**src/rsfo_pkg.sv**
```systemverilog
`default_nettype none
package rsfo_pkg;
    // opcode fields
    localparam logic [5:0] RSFO_ROT_OPC = 6'h10;   // 0100 00
    localparam logic [6:0] RSFO_SET_OPC = 7'h34;   // 0110 100
    localparam int RSFO_ROT_OPC_MSB = 15;
    localparam int RSFO_ROT_OPC_LSB = 10;
    localparam int RSFO_SET_OPC_LSB = 9;
    localparam int RSFO_D_BIT = 9;
    localparam int RSFO_A_BIT = 8;
    localparam logic [7:0] RSFO_ALL_ONES = 8'hff;
    localparam logic [7:0] RSFO_ILO_LIMIT = 8'h5f;
    // access bank upper half sits in bank 15
    localparam logic [3:0] RSFO_ACC_HI_BANK = 4'hf;
    localparam logic [3:0] RSFO_ACC_LO_BANK = 4'h0;
    localparam logic [7:0] RSFO_ZERO8 = 8'h00;
    localparam logic [11:0] RSFO_ZERO12 = 12'h000;
    localparam logic [3:0] RSFO_ZERO4 = 4'h0;
    localparam int RSFO_DATA_W = 8;
    // file address bit that splits the access bank into its low and high halves
    localparam int RSFO_ACC_SPLIT_BIT = 7;

    typedef enum logic [1:0] {RSFO_Q1, RSFO_Q2, RSFO_Q3, RSFO_Q4} rsfo_phase_e;
endpackage
`default_nettype wire

```
**src/rsfo_dec_if.sv**
```systemverilog
`default_nettype none
interface rsfo_dec_if;
    logic [15:0] word;
    logic is_rot;
    logic is_set;
    logic dest_file;
    logic bank_mode;
    logic [7:0] faddr;
    modport dec (input word, output is_rot, is_set, dest_file, bank_mode, faddr);
    modport core (output word, input is_rot, is_set, dest_file, bank_mode, faddr);
endinterface
`default_nettype wire

```
**src/rsfo_decode.sv**
```systemverilog
`default_nettype none
module rsfo_decode
    import rsfo_pkg::*;
(
    rsfo_dec_if.dec d
);
    always_comb begin
        // RQ5: rotate opcode match
        d.is_rot = (d.word[RSFO_ROT_OPC_MSB:RSFO_ROT_OPC_LSB] == RSFO_ROT_OPC);
        // RQ8: set-file opcode match
        d.is_set = (d.word[RSFO_ROT_OPC_MSB:RSFO_SET_OPC_LSB] == RSFO_SET_OPC);
        // RQ2: destination select bit
        d.dest_file = d.is_set | d.word[RSFO_D_BIT];
        d.bank_mode = d.word[RSFO_A_BIT];
        d.faddr = d.word[7:0];
    end
endmodule
`default_nettype wire

```
**src/rsfo_core.sv**
```systemverilog
`default_nettype none
// How it works
// RQ1: rotate right by one, old bit 0 goes to bit 7.
// RQ2: destination bit 0 writes working register, 1 writes file register.
// RQ3: bank bit 0 uses access bank, 1 uses bank select register.
// RQ4: bank bit 0, extended set, address up to 95: indexed literal offset.
// RQ5: rotate decoded from 0100 00da ffff ffff; updates negative and zero.
// RQ6: set-file writes all ones into the addressed file register.
// RQ7: one cycle of four phases: decode, read, process, write.
// RQ8: set-file decoded from 0110 100a ffff ffff; flags unchanged.
module rsfo_core
    import rsfo_pkg::*;
(
    // clock and reset
    input wire logic REF_CLK_I,
    input wire logic RESET_N_I,
    // instruction and mode
    input wire logic [15:0] INSTR_I,
    input wire logic EXT_SET_EN_I,
    input wire logic [3:0] BANK_SELECT_REGISTER_I,
    input wire logic [11:0] INDEX_BASE_I,
    input wire logic [7:0] WREG_I,
    // file read and write port
    input wire logic [7:0] FILE_RDATA_I,
    output logic [11:0] FILE_ADDR_O,
    output logic FILE_RD_O,
    output logic FILE_WR_O,
    output logic [7:0] FILE_WDATA_O,
    // working register and flags
    output logic WREG_WR_O,
    output logic [7:0] WREG_WDATA_O,
    output logic FLAG_WR_O,
    output logic NEG_FLAG_O,
    output logic ZERO_FLAG_O,
    // status
    output logic [1:0] PHASE_O,
    output logic INSTR_DONE_O
);
    typedef struct packed {
        rsfo_phase_e phase;
        logic is_rot;
        logic is_set;
        logic dest_file;
        logic [11:0] addr;
        logic [7:0] result;
        logic rd;
        logic fwr;
        logic wwr;
        logic flg;
        logic neg;
        logic zero;
        logic done;
    } rsfo_state_s;

    rsfo_state_s st_reg;
    rsfo_state_s st_next;
    rsfo_dec_if dif ();

    // decoded operation
    logic op_rot;
    logic op_set;

    // address candidates
    logic use_banked;
    logic in_window;
    logic use_indexed;
    logic [3:0] access_bank;
    logic [11:0] banked_addr;
    logic [11:0] indexed_addr;
    logic [11:0] access_addr;
    logic [11:0] resolved_addr;

    // data path
    logic [7:0] rot_val;
    logic [7:0] bit_clear;
    logic rot_neg;
    logic rot_zero;
    logic [7:0] op_result;

    // last-phase write enables
    logic file_wr_en;
    logic wreg_wr_en;
    logic flag_wr_en;

    assign dif.word = INSTR_I;

    rsfo_decode u_dec (
        .d(dif)
    );

    assign op_rot = dif.is_rot;
    assign op_set = dif.is_set;

    // RQ3: bank bit picks the banked path
    assign use_banked = dif.bank_mode;
    assign banked_addr = {BANK_SELECT_REGISTER_I, dif.faddr};

    // RQ4: low window, extended set, no bank
    assign in_window = (dif.faddr <= RSFO_ILO_LIMIT);
    assign use_indexed = ~dif.bank_mode & EXT_SET_EN_I & in_window;
    // wraps at 12 bits like the file space, no carry out kept
    assign indexed_addr = INDEX_BASE_I + {RSFO_ZERO4, dif.faddr};

    // RQ3: access bank split low/high
    assign access_bank = dif.faddr[RSFO_ACC_SPLIT_BIT] ? RSFO_ACC_HI_BANK : RSFO_ACC_LO_BANK;
    assign access_addr = {access_bank, dif.faddr};

    // banked wins, then indexed, then the plain access bank
    assign resolved_addr = use_banked ? banked_addr : (use_indexed ? indexed_addr : access_addr);

    // RQ1: bit n takes bit n+1, top bit takes old bit 0
    for (genvar n = 0; n < RSFO_DATA_W; n++) begin : g_bit
        if (n == RSFO_DATA_W - 1) begin : g_wrap
            assign rot_val[n] = FILE_RDATA_I[0];
        end else begin : g_shift
            assign rot_val[n] = FILE_RDATA_I[n + 1];
        end
        assign bit_clear[n] = ~rot_val[n];
    end

    // RQ5: negative is the result's top bit, zero when every bit is clear
    assign rot_neg = rot_val[RSFO_DATA_W - 1];
    assign rot_zero = &bit_clear;

    // RQ6: set-file ignores the read data
    assign op_result = st_reg.is_rot ? rot_val : RSFO_ALL_ONES;

    // RQ2: rotate follows the destination bit, set-file always to the file
    assign file_wr_en = (st_reg.is_rot | st_reg.is_set) & st_reg.dest_file;
    assign wreg_wr_en = st_reg.is_rot & ~st_reg.dest_file;
    // RQ8: only the rotate touches the flags
    assign flag_wr_en = st_reg.is_rot;

    always_comb begin
        st_next = st_reg;
        st_next.rd = 1'b0;
        st_next.fwr = 1'b0;
        st_next.wwr = 1'b0;
        st_next.flg = 1'b0;
        st_next.done = 1'b0;
        // RQ7: four phase sequence
        unique case (st_reg.phase)
            RSFO_Q1: begin
                st_next.phase = RSFO_Q2;
                st_next.is_rot = op_rot;
                st_next.is_set = op_set;
                st_next.dest_file = dif.dest_file;
                // RQ3: address resolved before the read phase
                st_next.addr = resolved_addr;
                // only the rotate needs the file read
                st_next.rd = op_rot;
            end
            RSFO_Q2: begin
                st_next.phase = RSFO_Q3;
            end
            RSFO_Q3: begin
                st_next.phase = RSFO_Q4;
                // result and strobes land in Q4
                st_next.result = op_result;
                st_next.fwr = file_wr_en;
                st_next.wwr = wreg_wr_en;
                st_next.flg = flag_wr_en;
                // flags hold unless a rotate writes them
                if (flag_wr_en) begin
                    st_next.neg = rot_neg;
                    st_next.zero = rot_zero;
                end
            end
            RSFO_Q4: begin
                st_next.phase = RSFO_Q1;
                st_next.done = st_reg.is_rot | st_reg.is_set;
            end
        endcase
    end

    always_ff @(posedge REF_CLK_I) begin
        if (!RESET_N_I) begin
            st_reg <= '{phase: RSFO_Q1, addr: RSFO_ZERO12, result: RSFO_ZERO8, default: 1'b0};
        end else begin
            st_reg <= st_next;
        end
    end

    // file port; read data must stand in Q3 and is taken on the edge leaving it
    assign FILE_ADDR_O = st_reg.addr;
    assign FILE_RD_O = st_reg.rd;
    assign FILE_WR_O = st_reg.fwr;
    assign FILE_WDATA_O = st_reg.result;

    // working register and flags; flags hold between rotates
    assign WREG_WR_O = st_reg.wwr;
    assign WREG_WDATA_O = st_reg.result;
    assign FLAG_WR_O = st_reg.flg;
    assign NEG_FLAG_O = st_reg.neg;
    assign ZERO_FLAG_O = st_reg.zero;

    // status
    assign PHASE_O = st_reg.phase;
    assign INSTR_DONE_O = st_reg.done;
endmodule
`default_nettype wire

```
**config.mk**
```make
export PLATFORM = sky130hd
export DESIGN_NAME = rsfo_core
export DESIGN_NICKNAME = d
export VERILOG_FILES = /design/src/rsfo_pkg.sv /design/src/rsfo_dec_if.sv /design/src/rsfo_decode.sv /design/src/rsfo_core.sv
export SDC_FILE = /design/constraint.sdc
export NUM_CORES = 1
export LEC_CHECK = 0
export BUFFER_PORTS_ARGS = -buffer_cell sky130_fd_sc_hd__buf_4
export CORE_MARGIN = 2
export CORE_UTILIZATION = 35
export DETAILED_ROUTE_END_ITERATION = 10
export PLACE_DENSITY = 0.69
export SYNTH_ARGS = -nofsm -noshare
export SYNTH_HDL_FRONTEND = slang
export SYNTH_HIERARCHICAL = 1
export SYNTH_SLANG_ARGS = --single-unit
```
**constraint.sdc**
```tcl
create_clock -name REF_CLK_I -period 1.6 [get_ports REF_CLK_I]
set_input_delay 0.08 -clock REF_CLK_I [delete_from_list [all_inputs] [get_ports REF_CLK_I]]
set_output_delay 0.08 -clock REF_CLK_I [all_outputs]
set_load 0.01 [all_outputs]
```
==> flow_summary.json <==
{
  "largest_reg_flops": 12,
  "reg2reg_depth": 5,
  "synthXorXnorAreaFrac_pct": 2.60,
  "routedWlPerCell_um": 13.3,
  "slew_violations": 0,
  "cts_buffer_depth": 2,
  "use_met1_pct": 17.8,
  "p_leak_nw": 1.23,
  "cp_data_arrival_time_ps": 1630,
  "yosys-top-cells-count": "39 x buf_4, 32 x dfxtp_1, 13 x a21oi_1",
  "holdPathStages": 3,
  "synthAdderAreaFrac_pct": 8.41,
  "worstSkewPairLatency_ps": 290,
  "syn-num-nets": 290,
  "portBuffers": 79,
  "core_mm2": 0.00554,
  "cpMaxStageDelayCell": "a211o_1",
  "synth_mux_area_share_pct": 3.96,
  "hold_end": "FILE_ADDR_O[9]",
  "synth_top_family_by_area": "compound AO/OA/AOI/OAI gates",
  "drc": 0,
  "dpl.hpwl_um": 3690,
  "yosysSeqAreaShare_pct": 31.6,
  "worst_path_largest_cell_delay_ps": 350,
  "area_delta_synth_final_pct": 28.5,
  "met3_usage_pct": 3.93,
  "io_pins": 88,
  "critical_path_class": "input pin to flop",
  "start_util_pct": 36.5,
  "synth_area_leaders": "dfxtp_1 32%, buf_4 14%, ha_1 7.4%",
  "slew-limit-headroom_pct": 67.0,
  "synth_simple_gate_area_share_pct": 13.3,
  "cts_inserted_buffers": 5,
  "n_antenna_cell": 0,
  "grt_pass1_vias": 1689,
  "use_met2_pct": 26.8,
  "required_ps": 1780,
  "finalWirelength_um": 4660,
  "vias": 1714,
  "cts_setup_buffers": 0,
  "gp_congestion": 0.817,
  "outcome": "complete, no violations",
  "max_freq_mhz": 687,
  "dpl_worst_slack_ps": -168,
  "path_max_fanout": 2,
  "grtUsageTotal_pct": 15.2,
  "worstMarginPinSlew_ps": 490,
  "synth_flop_cell": "dfxtp_1",
  "grt_antenna_before_repair": 0,
  "synth_async_sr_flop_share_pct": 0,
  "syn-instance-count": 226,
  "fillers": 568,
  "setup_viol": 0,
  "total_power_mw": 3.00,
  "r2r_end": "FILE_ADDR_O[10]",
  "hold_start": "BANK_SELECT_REGISTER_I[1]",
  "setup_ws_ps": 145,
  "dieArea_mm2": 0.00641,
  "htreeDepth": 2,
  "drive_gt1_share_pct": 41.0,
  "synth.most_common_cell": "buf_4",
  "grt_pass1_wl_um": 7670,
  "clkTransAtPathRegs_ps": 70,
  "fin_worst_skew_ps": 5.81,
  "syn_avg_cell_area_um2": 8.96,
  "fin_crit_sh_pct": 90.9,
  "synth-seq-cells": 32,
  "cts_root_buf": "clkbuf_8",
  "rsz0062_at_grt": "false",
  "top_usage_layer": "met2",
  "final_area_mm2": 0.00260,
  "drt-initial-drc-count": 44,
  "die_y_um": 80.1,
  "synth_top_area_share_pct": 31.6,
  "irDropWorstVdd_mv": 0.382,
  "grt_max_degree": 33,
  "ys_warn_count": 6,
  "layoutNonFillerInstCount": 350,
  "grt-ovfl-total": 0,
  "cts_sinks": 32,
  "r2r-start": "PHASE_O[0]",
  "vias_per_cell": 4.90,
  "first_pass_iters": 4,
  "synth_area_mm2": 0.00202,
  "finalNetCount": 341,
  "cp-start-kind": "input pin",
  "rows": 27,
  "min_period_ps": 1460,
  "hold_viol": 0,
  "placed_cell_area_mm2": 0.00249,
  "end_kind": "flop",
  "tritoncts": "built",
  "die_x_um": 80.1,
  "synth_edf_count": 0,
  "dpl.cell_count": 342,
  "power_density_mw_per_mm2": 1150,
  "crit_chain": "buf_4 > ha_1 > a21oi_1 > nand4b_1 > a211o_1 > a21boi_1 > mux2i_1 > o21ai_1",
  "rrSetupSlack_ps": 190,
  "synth_area_leader_cell": "dfxtp_1",
  "ant_nets": 0,
  "hp-class": "input pin to flop",
  "ys_types": 46,
  "synth_compound_area_share_pct": 21.9,
  "maxCapViolCount": 0
}
where the power goes:
| group | total, mW | switching [mW] | internal [mW] |
|---|---|---|---|
| combinational | 1.17 | 0.556 | 0.613 |
| sequential | 1.06 | 0.108 | 0.956 |
| clock | 0.764 | 0.304 | 0.460 |
| total | 3.00 | 0.968 | 2.03 |
through the flow:
stage	setup TNS, ps	utilization, %	hold slack, ps
global route	0	47.0	59.5
floorplan	0	-	227
detailed placement	-557	44.9	358
CTS	0	46.9	57.1
finish	0	47.0	62.7
global placement	-306	44.9	350
layout make-up:
class	count	area (um2)	area share, %
multi-input combinational	135	1030	39.6
timing repair buffer	91	683	26.3
sequential	32	641	24.6
tap	72	90.1	3.46
clock buffer	5	68.8	2.65
inverter	12	45.0	1.73
clock inverter	3	42.5	1.64
per-layer routing:
| layer | routed length (um) | share of wire (%) |
|---|---|---|
| met1 | 2000 | 43 |
| met2 | 2270 | 49 |
| met3 | 331 | 7.1 |
| met4 | 66 | 1.4 |
| met5 | 0 | 0 |
logic make-up after synthesis:
family | Yosys count
AOI/OAI and AO/OA | 60
xor gates and xnor gates | 6
adders and majority gates | 13
buffers and inverters | 59
DFF | 32
muxes | 8
and+or+nand+nor | 48
layout by cell type (no fill, tap or decap), drive strengths merged, types with 2 or more instances in the layout:
master,instances
o21ai,13
a21o,2
and3,2
a21boi,4
xor2,2
ha,12
a211o,2
nor2,6
dfxtp,32
nand2,13
mux2i,8
nand4,2
o211a,3
a21oi,14
clkbuf,5
nor4,3
inv,12
a31oi,2
nand2b,3
nand3,2
nor3,8
xnor2,4
buf,91
o221a,7
o211ai,6
nor2b,5
worst max-delay path, delay by kind of cell:
family,cells,cell delay [ps]
adder cells (fa/ha/maj),1,260
buffers and inverters,1,120
AND/OR/NAND/NOR,1,210
multiplexers,1,200
AO/OA/AOI/OAI,4,750
worst max-delay path by stage:
stage                         start             end  slack, ps  cells past startpoint
finish              INDEX_BASE_I[1]  FILE_ADDR_O[9]        140                      8
global route             INSTR_I[1]  FILE_ADDR_O[9]         50                      8
CTS                      PHASE_O[0]  FILE_ADDR_O[8]         70                      6
detailed placement       INSTR_I[1]  FILE_ADDR_O[9]       -170                      8
global placement         INSTR_I[1]  FILE_ADDR_O[9]       -130                      8
floorplan                INSTR_I[3]  FILE_ADDR_O[7]         30                      8
timing repair:
action                     4_1_cts  5_1_grt
setup endpoints to repair        0        4
gates resized for setup          0        4
hold buffers                     0        0
Power figures use the tool's default switching activity.
